`src/verilog/sfpc_pkg.sv`:
```
package sfpc_pkg;

	// ==========================================================
	// Variants
	typedef enum logic [1:0] {
		SFPC_VAR_ADJ_BASIC,
		SFPC_VAR_ADJ_FOLD,
		SFPC_VAR_FIXED
	} sfpc_variant_t;

	// ==========================================================
	// Timing
	localparam int SFPC_CLK_MHZ        = 125;
	localparam int SFPC_DEGLITCH_NS    = 3000;
	localparam int SFPC_DEGLITCH_CYC   =
		(SFPC_DEGLITCH_NS * SFPC_CLK_MHZ + 999) / 1000;
	localparam int SFPC_RETRY_US       = 1000;
	localparam int SFPC_RETRY_CYC      = SFPC_RETRY_US * SFPC_CLK_MHZ;

	// ==========================================================
	// Foldback and limits
	localparam int SFPC_FOLD_COUNT     = 7;
	localparam int SFPC_CNT_W          = 3;
	localparam int SFPC_LIMIT_SET_PIN_W         = 12;
	localparam int SFPC_TEMP_W         = 9;
	localparam int SFPC_RES_MIN_KOHM   = 5;
	localparam int SFPC_RES_MAX_KOHM   = 25;
	localparam int SFPC_TFLAT_C        = 60;
	localparam int SFPC_TEND_C         = 150;

endpackage : sfpc_pkg

```
`src/verilog/sfpc_fault_ctrl.sv`:
```
`timescale 1ns/1ns
// Behaviour
// - Thermal or overcurrent fault: switch off, fault
// - Fault state drives sense fault level, flag in fixed variant only
// - Release needs holdoff low, retry done, clear
// - Thermal fault on absolute or relative limit
// - Absolute fault holds until hysteresis below limit
// - Relative fault clears after retry delay
// - Overcurrent threshold held through the deglitch: switch off
// - Overcurrent deglitched over three microseconds
// - Seven consecutive faults halve threshold
// - Standby or clean cycle restores threshold
// - Basic adjustable variant never folds back
// - Fixed limit derates between 60 and 150
// - Bad limit resistor selects default threshold
// - Undervoltage shuts output, resumes on rise
// - Load dump masks undervoltage shutoff, trips still switch off
// - Reverse battery forces switch on
// - Fault flag asserted with sense fault level, fixed variant only
// - Retry fault indication until output risen
module sfpc_fault_ctrl #(
	parameter sfpc_pkg::sfpc_variant_t VARIANT = sfpc_pkg::SFPC_VAR_ADJ_FOLD,
	parameter int RETRY_CYC     = sfpc_pkg::SFPC_RETRY_CYC,
	parameter int DEGLITCH_CYC  = sfpc_pkg::SFPC_DEGLITCH_CYC,
	parameter int FOLD_COUNT    = sfpc_pkg::SFPC_FOLD_COUNT,
	parameter int LIMIT_SET_PIN_W        = sfpc_pkg::SFPC_LIMIT_SET_PIN_W,
	parameter int TEMP_W        = sfpc_pkg::SFPC_TEMP_W
) (
	// Clock and reset
	input  wire logic              mclk_in,
	input  wire logic              resetn_in,
	// Host control pins
	input  wire logic              enable_in,
	input  wire logic              diagnostics_enable_in,
	input  wire logic              holdoff_in,
	// Analog monitor comparators
	input  wire logic              abs_over_in,
	input  wire logic              abs_hys_clear_in,
	input  wire logic              rel_over_in,
	input  wire logic              supply_below_fall_in,
	input  wire logic              supply_above_rise_in,
	input  wire logic              reverse_battery_in,
	input  wire logic              load_dump_in,
	input  wire logic              vout_risen_in,
	// Current and temperature measures
	input  wire logic [LIMIT_SET_PIN_W-1:0] current_in,
	input  wire logic [TEMP_W-1:0] junction_temp_in,
	input  wire logic [7:0]        limit_set_resistor_in,
	input  wire logic [LIMIT_SET_PIN_W-1:0] default_threshold_in,
	input  wire logic [LIMIT_SET_PIN_W-1:0] limit_k_in,
	// Outputs
	output logic                   switch_on_out,
	output logic                   sense_fault_out,
	output logic                   fault_flag_n_oe_out,
	output logic                   fault_flag_n_out,
	output logic [LIMIT_SET_PIN_W-1:0]      overcurrent_threshold_out,
	output logic                   fault_state_out,
	output logic                   foldback_active_out
);

	// ==========================================================
	// Elaboration checks
	// Fold counter is three bits wide, so the count must fit in it
	if (RETRY_CYC < 1 || DEGLITCH_CYC < 1 || FOLD_COUNT < 1 ||
	    FOLD_COUNT > 7) begin : g_bad_param
		$error("sfpc_fault_ctrl: bad parameter");
	end

	localparam int RW = $clog2(RETRY_CYC + 1);
	localparam int DW = $clog2(DEGLITCH_CYC + 1);
	localparam logic [RW-1:0] RETRY_END = RW'(RETRY_CYC);
	localparam logic [DW-1:0] DGL_END   = DW'(DEGLITCH_CYC);
	localparam logic [2:0]    FOLD_END  = 3'(FOLD_COUNT);
	localparam logic [7:0]    RES_MIN   = 8'(sfpc_pkg::SFPC_RES_MIN_KOHM);
	localparam logic [7:0]    RES_MAX   = 8'(sfpc_pkg::SFPC_RES_MAX_KOHM);
	localparam logic [TEMP_W-1:0] T_FLAT = TEMP_W'(sfpc_pkg::SFPC_TFLAT_C);
	localparam logic [TEMP_W-1:0] T_END  = TEMP_W'(sfpc_pkg::SFPC_TEND_C);
	localparam logic [TEMP_W-1:0] T_SPAN =
		TEMP_W'(sfpc_pkg::SFPC_TEND_C - sfpc_pkg::SFPC_TFLAT_C);

	// ==========================================================
	// Input synchronisers, two flops each
	// Bits 1:0 are spare; the diagnostics bit is kept for later use
	// Only the second flop of each pair feeds any logic
	localparam int NS = 13;
	logic [NS-1:0] raw_w;
	logic [NS-1:0] s1_r;
	logic [NS-1:0] s2_r;
	assign raw_w = {enable_in, diagnostics_enable_in, holdoff_in,
		abs_over_in, abs_hys_clear_in, rel_over_in, supply_below_fall_in,
		supply_above_rise_in, reverse_battery_in, load_dump_in,
		vout_risen_in, 2'h0};

	always_ff @(posedge mclk_in or negedge resetn_in) begin
		if (!resetn_in) begin
			s1_r <= '0;
			s2_r <= '0;
		end else begin
			s1_r <= raw_w;
			s2_r <= s1_r;
		end
	end

	logic en_w, hold_w, abs_w, hys_w, rel_w, uvf_w, uvr_w;
	logic rev_w, dump_w, risen_w;
	assign en_w    = s2_r[12];
	assign hold_w  = s2_r[10];
	assign abs_w   = s2_r[9];
	assign hys_w   = s2_r[8];
	assign rel_w   = s2_r[7];
	assign uvf_w   = s2_r[6];
	assign uvr_w   = s2_r[5];
	assign rev_w   = s2_r[4];
	assign dump_w  = s2_r[3];
	assign risen_w = s2_r[2];

	// Measured values, two flops each
	// Slowly moving measures; a one-cycle skew between bits is harmless
	logic [LIMIT_SET_PIN_W-1:0] cur1_r, cur2_r;
	logic [TEMP_W-1:0] tj1_r, tj2_r;
	logic [7:0]        res1_r, res2_r;
	always_ff @(posedge mclk_in or negedge resetn_in) begin
		if (!resetn_in) begin
			cur1_r <= '0;
			cur2_r <= '0;
			tj1_r  <= '0;
			tj2_r  <= '0;
			res1_r <= '0;
			res2_r <= '0;
		end else begin
			cur1_r <= current_in;
			cur2_r <= cur1_r;
			tj1_r  <= junction_temp_in;
			tj2_r  <= tj1_r;
			res1_r <= limit_set_resistor_in;
			res2_r <= res1_r;
		end
	end

	// ==========================================================
	// Threshold selection
	logic              res_ok_w;
	logic [LIMIT_SET_PIN_W-1:0] adj_thr_w;
	logic [LIMIT_SET_PIN_W-1:0] base_thr_w;
	logic [LIMIT_SET_PIN_W-1:0] derate_w;
	logic [2*LIMIT_SET_PIN_W-1:0] derate_prod_w;
	logic [TEMP_W-1:0] over_w;
	logic              fold_r;

	// Resistor out of range falls back to default
	// Divider is large but its operands barely move, so no pipeline
	assign res_ok_w  = (res2_r >= RES_MIN) && (res2_r <= RES_MAX);
	assign adj_thr_w = res_ok_w ?
		LIMIT_SET_PIN_W'(limit_k_in / LIMIT_SET_PIN_W'(res2_r)) : default_threshold_in;

	// Flat to 60 C then linear fall to zero at 150 C
	assign over_w = (tj2_r <= T_FLAT) ? '0 :
		(tj2_r >= T_END) ? T_SPAN : TEMP_W'(tj2_r - T_FLAT);
	assign derate_prod_w = default_threshold_in * (T_SPAN - over_w);
	assign derate_w = LIMIT_SET_PIN_W'(derate_prod_w / T_SPAN);

	assign base_thr_w = (VARIANT == sfpc_pkg::SFPC_VAR_FIXED) ?
		derate_w : adj_thr_w;
	// Halved while folded back
	assign overcurrent_threshold_out = fold_r ?
		(base_thr_w >> 1) : base_thr_w;

	// ==========================================================
	// Overcurrent deglitch
	// Any dip below threshold restarts the count, so spikes never trip
	logic [DW-1:0] dgl_r;
	logic          oc_raw_w;
	logic          oc_w;
	assign oc_raw_w = cur2_r >= overcurrent_threshold_out;
	assign oc_w     = oc_raw_w && (dgl_r == DGL_END);

	always_ff @(posedge mclk_in or negedge resetn_in) begin
		if (!resetn_in)
			dgl_r <= '0;
		else if (!oc_raw_w)
			dgl_r <= '0;
		else if (dgl_r != DGL_END)
			dgl_r <= dgl_r + 1'b1;
	end

	// ==========================================================
	// Fault state machine
	typedef enum logic [1:0] {
		SFPC_OFF, SFPC_ON, SFPC_FAULT, SFPC_RETRY
	} sfpc_state_t;

	// Decode of states in which the switch conducts
	function automatic logic conducts(input sfpc_state_t s);
		return (s == SFPC_ON) || (s == SFPC_RETRY);
	endfunction : conducts

	// Decode of states that show the fault level
	function automatic logic shows_fault(input sfpc_state_t s);
		return (s == SFPC_FAULT) || (s == SFPC_RETRY);
	endfunction : shows_fault

	sfpc_state_t state_r, state_nxt;
	logic [RW-1:0] retry_r;
	logic          abs_flt_r, rel_flt_r;
	logic          uvlo_r;
	logic          retry_done_w, faults_clear_w, trip_w, release_w;

	assign retry_done_w   = retry_r == RETRY_END;
	assign faults_clear_w = !abs_flt_r && !rel_flt_r && !oc_raw_w;
	// Reverse battery masks trips so the forced-on switch stays on
	assign trip_w = (abs_w || rel_w || oc_w) && !rev_w;
	assign release_w = !hold_w && retry_done_w && faults_clear_w;

	// Next state
	always_comb begin
		state_nxt = state_r;
		unique case (state_r)
			SFPC_OFF: begin
				if (en_w && !uvlo_r)
					state_nxt = SFPC_ON;
			end
			SFPC_ON: begin
				if (trip_w)
					state_nxt = SFPC_FAULT;
				else if (!en_w || uvlo_r)
					state_nxt = SFPC_OFF;
			end
			SFPC_FAULT: begin
				if (release_w)
					state_nxt = en_w ? SFPC_RETRY : SFPC_OFF;
			end
			SFPC_RETRY: begin
				if (trip_w)
					state_nxt = SFPC_FAULT;
				else if (!en_w || uvlo_r)
					state_nxt = SFPC_OFF;
				else if (risen_w)
					state_nxt = SFPC_ON;
			end
		endcase
	end

	always_ff @(posedge mclk_in or negedge resetn_in) begin
		if (!resetn_in)
			state_r <= SFPC_OFF;
		else
			state_r <= state_nxt;
	end

	// Retry timer from fault entry
	// Cleared outside the fault state, so each entry counts afresh
	always_ff @(posedge mclk_in or negedge resetn_in) begin
		if (!resetn_in)
			retry_r <= '0;
		else if (state_r != SFPC_FAULT)
			retry_r <= '0;
		else if (!retry_done_w)
			retry_r <= retry_r + 1'b1;
	end

	// Thermal fault latches; set wins over clear
	always_ff @(posedge mclk_in or negedge resetn_in) begin
		if (!resetn_in) begin
			abs_flt_r <= 1'b0;
			rel_flt_r <= 1'b0;
		end else begin
			if (abs_w)
				abs_flt_r <= 1'b1;
			else if (hys_w)
				abs_flt_r <= 1'b0;
			if (rel_w)
				rel_flt_r <= 1'b1;
			else if (retry_done_w)
				rel_flt_r <= 1'b0;
		end
	end

	// Undervoltage lockout with hysteresis
	// Starts locked so the switch waits for a good supply after reset
	always_ff @(posedge mclk_in or negedge resetn_in) begin
		if (!resetn_in)
			uvlo_r <= 1'b1;
		else if (uvf_w && !dump_w)
			uvlo_r <= 1'b1;
		else if (uvr_w)
			uvlo_r <= 1'b0;
	end

	// ==========================================================
	// Foldback counter
	// Fault entry wins over a clear in the same cycle
	logic [2:0] fcnt_r;
	logic       fault_entry_w, clean_off_w, standby_w, fold_ok_w;
	assign fault_entry_w = (state_r != SFPC_FAULT) &&
		(state_nxt == SFPC_FAULT);
	assign clean_off_w = (state_r == SFPC_ON) && (state_nxt == SFPC_OFF);
	assign standby_w = (state_r == SFPC_OFF) && !en_w;
	assign fold_ok_w = VARIANT != sfpc_pkg::SFPC_VAR_ADJ_BASIC;

	always_ff @(posedge mclk_in or negedge resetn_in) begin
		if (!resetn_in) begin
			fcnt_r <= '0;
			fold_r <= 1'b0;
		end else if (fault_entry_w && fold_ok_w) begin
			if (fcnt_r != FOLD_END)
				fcnt_r <= fcnt_r + 1'b1;
			if (fcnt_r + 3'h1 >= FOLD_END)
				fold_r <= 1'b1;
		end else if (standby_w || clean_off_w) begin
			fcnt_r <= '0;
			fold_r <= 1'b0;
		end
	end

	// ==========================================================
	// Outputs
	logic sw_r, flt_r;
	logic sw_nxt, flt_nxt;

	// Reverse battery forces on
	assign sw_nxt  = rev_w || conducts(state_nxt);
	// Fault level in fault and retry
	assign flt_nxt = shows_fault(state_nxt);

	// Output flops, taken from the next state to save a cycle
	always_ff @(posedge mclk_in or negedge resetn_in) begin
		if (!resetn_in) begin
			sw_r  <= 1'b0;
			flt_r <= 1'b0;
		end else begin
			sw_r  <= sw_nxt;
			flt_r <= flt_nxt;
		end
	end

	assign switch_on_out       = sw_r;
	assign sense_fault_out     = flt_r;
	assign fault_flag_n_out    = 1'b0;
	assign fault_flag_n_oe_out =
		(VARIANT == sfpc_pkg::SFPC_VAR_FIXED) && flt_r;
	assign fault_state_out     = state_r == SFPC_FAULT;
	assign foldback_active_out = fold_r;

endmodule : sfpc_fault_ctrl

```
`config.mk`:
```
export PLATFORM = sky130hd
export DESIGN_NAME = sfpc_fault_ctrl
export DESIGN_NICKNAME = d
export VERILOG_FILES = /design/src/verilog/sfpc_pkg.sv /design/src/verilog/sfpc_fault_ctrl.sv
export SDC_FILE = /design/constraint.sdc
export NUM_CORES = 1
export LEC_CHECK = 0
export BUFFER_PORTS_ARGS = -buffer_cell sky130_fd_sc_hd__buf_2
export CAP_MARGIN = 20
export CORE_MARGIN = 1
export CORE_UTILIZATION = 44
export DETAILED_ROUTE_END_ITERATION = 10
export GPL_TIMING_DRIVEN = 1
export SLEW_MARGIN = 20
export SYNTH_ARGS = -nofsm -noshare
export SYNTH_HDL_FRONTEND = slang
export SYNTH_SLANG_ARGS = --single-unit
```
`constraint.sdc`:
```
create_clock -name mclk_in -period 103.1 [get_ports mclk_in]
set_input_delay 25.775 -clock mclk_in [delete_from_list [all_inputs] [get_ports mclk_in]]
set_output_delay 25.775 -clock mclk_in [all_outputs]
set_load 0.005 [all_outputs]
```
Word level (Yosys, flattened, before mapping)
Index checks and enable logic that the tools add are counted.
{"block": "op_classes", "add_sub_neg": 3, "div_mod_pow": 1, "magnitude_cmp": 4, "eq_ne": 15, "n_mux": 27, "n_reduce_logical": 35}
{"op": "two-way mux 17 bit", "n": 2}
{"op": "two-way mux 12 bit", "n": 2}
{"op": "two-way mux 9 bit", "n": 2}
{"op": "adder 17 x 1 -> 17 bit, second input constant", "n": 1}
{"op": "equality test 17 bit, second input constant", "n": 1}
{"op": "two-way mux 2 bit", "n": 8}
{"op": "divider 12 x 8 -> 12 bit", "n": 1}
{"op": ">= comparator 12 bit", "n": 1}
{"op": "logical AND 1 bit", "n": 12}
{"op": "adder 9 x 1 -> 9 bit, second input constant", "n": 1}
{"op": "equality test 9 bit, second input constant", "n": 1}
{"op": "two-way mux 1 bit", "n": 9}
{"op": "two-way mux 3 bit", "n": 3}
{"op": "inequality test 9 bit, second input constant", "n": 1}
{"op": "equality test 2 bit, second input constant", "n": 4}
{"op": ">= comparator 8 x 3 -> 1 bit, second input constant", "n": 1}
{"op": "less-or-equal comparator 8 x 5 -> 1 bit, second input constant", "n": 1}
{"op": "zero test 1 bit", "n": 8}
{"op": "inequality test 2 x 1 -> 1 bit, second input constant", "n": 4}
{"op": "one-hot mux 2 bit (4 select lines)", "n": 1}
{"op": "nonzero test 2 bit", "n": 4}
{"op": "logical OR 1 bit", "n": 7}
{"op": "equality test 2 x 1 -> 1 bit, second input constant", "n": 2}
{"op": "zero test 2 bit", "n": 2}
{"op": "5 further kinds", "n": 6}
{"block": "word_totals", "register_bits": 99, "inputBits": 66, "out_inout_bits": 18, "elab_cells": 101}

Depth between registers and ports, before layout
{"block": "logic_depth", "word_depth": 15, "ltp_mapped": 104, "depth_no_buf": 95}

Worst setup path after synthesis
OpenSTA, ideal clock, no wires.
{"block": "synth_timing", "path_kind": "input-to-output", "startpoint": "in limit_k_in[11]", "endpoint": "out overcurrent_threshold_out[0]", "arrival_time_ps": 42955, "required_ps": 77325, "path_slack_ps": 34370, "path_stages": 78, "path_buffers": 7, "cell_sequence": "ha_1 -> a21oi_1 -> ha_1 -> or4b_1 -> a311oi_1 -> a21oi_1 -> ha_1 -> a21oi_1 -> nand2_1 -> nor4_1 -> a221o_1 -> ha_1 -> a21oi_1 -> a21boi_0 -> o21ai_1 -> mux2_4 -> ha_1 -> or3_1 -> (+42 left out) -> a2111o_1 -> buf_2 -> mux2_1 -> ha_1 -> a21oi_1 -> a21oi_1 -> o22a_1 -> nor2_1 -> o31a_2 -> buf_6 -> mux2_2 -> ha_1 -> a21o_1 -> a21o_1 -> a2111oi_0 -> o211ai_1 -> o21ai_0 -> o31ai_1"}
{"block": "synth_via", "elab_chain_len": 3}
{"item": "start: declaration", "line": "sfpc_fault_ctrl.sv:50", "text": "input wire logic [LIMIT_SET_PIN_W-1:0] limit_k_in,"}
{"item": "divider 12 x 8 -> 12 bit", "line": "sfpc_fault_ctrl.sv:154", "text": "LIMIT_SET_PIN_W'(limit_k_in / LIMIT_SET_PIN_W'(res2_r)) : default_threshold_in;"}
{"item": "two-way mux 12 bit", "line": "sfpc_fault_ctrl.sv:153", "text": "assign adj_thr_w = res_ok_w ?"}
{"item": "two-way mux 12 bit", "line": "sfpc_fault_ctrl.sv:165", "text": "assign overcurrent_threshold_out = fold_r ?"}
{"item": "end: declaration", "line": "sfpc_fault_ctrl.sv:56", "text": "output logic [LIMIT_SET_PIN_W-1:0] overcurrent_threshold_out,"}
Every way passes these cells.

Final worst setup path
Ends and elaborated chain as after synthesis.

==> summary.txt <==
Run status
  – Outcome: completed

Floorplan
  – Site Rows: 46
  – Core Area: approximately 16000 µm²
  – Ports: 84
  – Full die area: 17220 µm²
  – DIE WIDTH: roughly 130 µm
  – Starting Density: between 40 and 50%
  – Die Y: 131.2 µm

Clock network
  – CTS Buffer Depth: 2
  – CTS tree: yes
  – CTS sink count: slightly below 100
  – CTS Root Buffer Type: clkbuf_16
  – Inserted Clock Buffers: 9
  – Post-CTS setup buffers: 0
  – Clock latency on the worst-skew pair: approximately 0.34 ns
  – Clock transition at path regs: 0.06 ns
  – CTS H-tree depth: 3
  – Post_cts resized: 0
  – Hold_buf cts: 0

Critical path
  – Max incr delay on CP: ~0.70 ns
  – Crit path DAT: roughly 46 ns
  – Setup crit start kind: input pin
  – R2R Setup Slk: ~79 ns
  – Worst EP required: ~77 ns
  – Top cell by count, worst path: ha_1
  – Crit path max-delay cell type: a2111oi_0
  – CP Class: input pin to primary output
  – Crit-path max FO: 13
  – CP bufs+invs: 3
  – CP endpoint kind: primary output
  – Critical path's top delay family: compound AO/OA/AOI/OAI gates

Synthesis
  – Seq/Total Area, Yosys: 33.06%
  – Post-synth EDFFs: 0
  – Yosys warning total: 0
  – Synth Cell Area: between 7000 and 8000 µm²
  – Mapped Avg Cell Area: approximately 9 µm²
  – Cell variety after synth: just over 80
  – Register bit count reported by yosys: 97
  – Async S/R FF share, synth: between 90% and 100%
  – Most common flop cell mapped by yosys: dfrtp_1
  – Mapped Cells: ~800

Global route
  – Number of global-route vias before repair: slightly above 6000
  – Initial antenna violation count: 0
  – First-pass GRT wire length: 28.64 mm
  – Total GRT Usage: 20.31%
  – Largest net degree at the start of global routing: 75
  – Grt total ovfl: 0

Drt
  – Residual DRC: 0
  – Routed vias: approximately 6000
  – Routed Antenna Nets: 0
  – Routed vias/inst: 5.651
  – DR WL/cell: roughly 16 µm
  – Final WL: about 17 mm
  – DR iter-0 viols: between 300 and 400
  – DR pass1 iterations: 4

STA
  – Worst Max-Slew Pin Slew: about 0.97 ns
  – Clk_skew: 0.008748 ns
  – Final hold slack: 0.3430 ns
  – Final setup viols: 0
  – FMAX: 0.01386 GHz
  – Final setup TNS: 0 ns
  – Setup ws final: 30.97 ns
  – Max Slew Vio Count: 0
  – Final Hold Vio Count: 0
  – RSZ-0062 raised after global routing: no
  – Minimum clock period: 72.13 ns
  – Worst slew margin: between 30% and 40%
  – Final Cycle Share: a little over two thirds

Cells and area
  – Final nets: 1011
  – Area growth, synth to finish: 11.34%
  – Post-Layout Cell Count: roughly 1100
  – Fraction of layout cells with a size suffix above 1: 14.95%
  – FILL cells: approximately 1500
  – N_diodes: 0

Placed design
  – I/O Buffers: 71
  – RePlAce Congestion: 0.8193
  – Final HPWL DP: roughly 14 mm
  – Placed insts: 1063
  – Worst slack, placed: 31.16 ns

Hold path
  – Hold Path Class: register to register

Pwr
  – Leakage: 3.812 nW
  – Pwr dens: 32.15 nW/µm²
  – IR drop worst, VDD: ~0.022 mV

Flow run
  – Max-cap violations: 0
through the flow:
stage / instance area (µm²) / util (%) / power, mW
2_1_floorplan: 7351 / - / 0.1940
3_3_place_gp: 7873 / 48.85 / 0.2197
3_5_place_dp: 7873 / 48.85 / 0.2276
4_1_cts: 8180 / 50.76 / 0.2617
5_1_grt: 8180 / 50.76 / 0.2880
6_report: 8180 / 50.76 / 0.2630
where the power goes:
group | total (mW) | internal, mW | switching [mW]
registers | 0.0405 | 0.0396 | 0.000890
logic | 0.189 | 0.0861 | 0.103
clock network | 0.0331 | 0.0201 | 0.0130
total | 0.263 | 0.146 | 0.117
synthesized netlist by cell type, types with 5 or more instances:
master	number	share of area [%]
dfrtp_1	96	33
ha_1	87	15
nor2_1	78	4.0
inv_1	52	2.7
a21oi_1	49	3.3
o21ai_0	31	2.1
nand2_1	30	1.5
xnor2_1	25	3.0
nor3_1	22	1.5
o21a_1	22	2.2
a21o_1	21	2.1
nand3_1	21	1.4
clkbuf_1	19	0.97
xor2_1	19	2.3
mux2_2	18	2.8
mux2i_1	15	2.0
and3_1	13	1.1
nand2b_1	12	1.0
o211ai_1	10	1.0
or3_1	9	0.77
a31oi_1	8	0.68
nor2b_1	8	0.68
o31ai_1	8	0.82
o22ai_1	7	0.60
a21boi_0	6	0.61
nand4_1	6	0.51
and4_1	5	0.60
o21ai_1	5	0.34
worst reg2reg max path, delay by kind of cell (launching register included):
family | cells | cell delay (ns)
fa+ha+maj | 12 | 3.71
buf+inv | 1 | 0.09
compound gates | 55 | 13.98
simple gates | 15 | 4.29
flops | 1 | 0.51
mux | 5 | 1.84
sequential cells by signal, summed over array words and instances, names as in the netlist, 3 cells and up:
signal / cells
s2_r: 10
fcnt_r: 3
cur2_r: 12
cur1_r: 12
res1_r: 8
retry_r: 17
dgl_r: 9
s1_r: 10
res2_r: 8
layout by cell type, fill, tap and decap left out, types with 5 or more instances in the layout:
master     synthesis  layout
dfrtp_1           96      96
ha_1              87      87
nor2_1            78      78
buf_2              1      70
inv_1             52      52
a21oi_1           49      49
o21ai_0           31      31
nand2_1           30      30
xnor2_1           25      25
o21a_1            22      22
nor3_1            22      22
a21o_1            21      21
nand3_1           21      21
xor2_1            19      19
mux2_2            18      18
mux2i_1           15      15
and3_1            13      13
nand2b_1          12      12
o211ai_1          10      10
or3_1              9       9
clkbuf_16          0       9
a31oi_1            8       8
nor2b_1            8       8
o31ai_1            8       8
o22ai_1            7       7
nand4_1            6       6
a21boi_0           6       5
o21ai_1            5       5
and4_1             5       5
path summary, 6_finish.rpt:
check / from / end / depth (start not counted)
min in group asynchronous: resetn_in / cur1_r[6]$_DFF_PN0_ / 1
max in group asynchronous: resetn_in / res1_r[1]$_DFF_PN0_ / 2
worst max register to register: res2_r[7]$_DFF_PN0_ / sense_fault_out$_DFF_PN0_ / 88
worst min register to register: res1_r[5]$_DFF_PN0_ / res2_r[5]$_DFF_PN0_ / 0
worst min-delay path: res1_r[5]$_DFF_PN0_ / res2_r[5]$_DFF_PN0_ / 0
worst max-delay path: limit_k_in[11] / overcurrent_threshold_out[0] / 75
cell families after synthesis:
kind of cell	Yosys count	synth area share, %
simple gates	236	16.67
compound gates	218	20.44
flops	97	33.06
fa+ha+maj	87	14.82
buf+inv	79	4.360
xor+xnor	44	5.245
mux	36	5.364
other cells	1	0.05104
layout make-up:
class | count | area (µm²) | share of cell area (%)
tap | 216 | 270.3 | 3.304
clock buffer | 12 | 256.5 | 3.136
timing repair buffer | 72 | 365.4 | 4.466
clock inverter | 4 | 51.30 | 0.6271
multi-input combinational | 623 | 4602 | 56.26
inverter | 55 | 206.4 | 2.524
sequential | 97 | 2429 | 29.69
metal layers:
| metal | vias up | wire (µm) | global-route usage, % |
|---|---|---|---|
| met4 | 0 | 456 | 9.020 |
| li1 | 3038 | - | - |
| met5 | - | 0 | 0 |
| met2 | 121 | 8525 | 35.37 |
| met3 | 28 | 477 | 1.852 |
| met1 | 2910 | 7727 | 25.50 |
No activity file was read; power rests on OpenSTA's default activity.
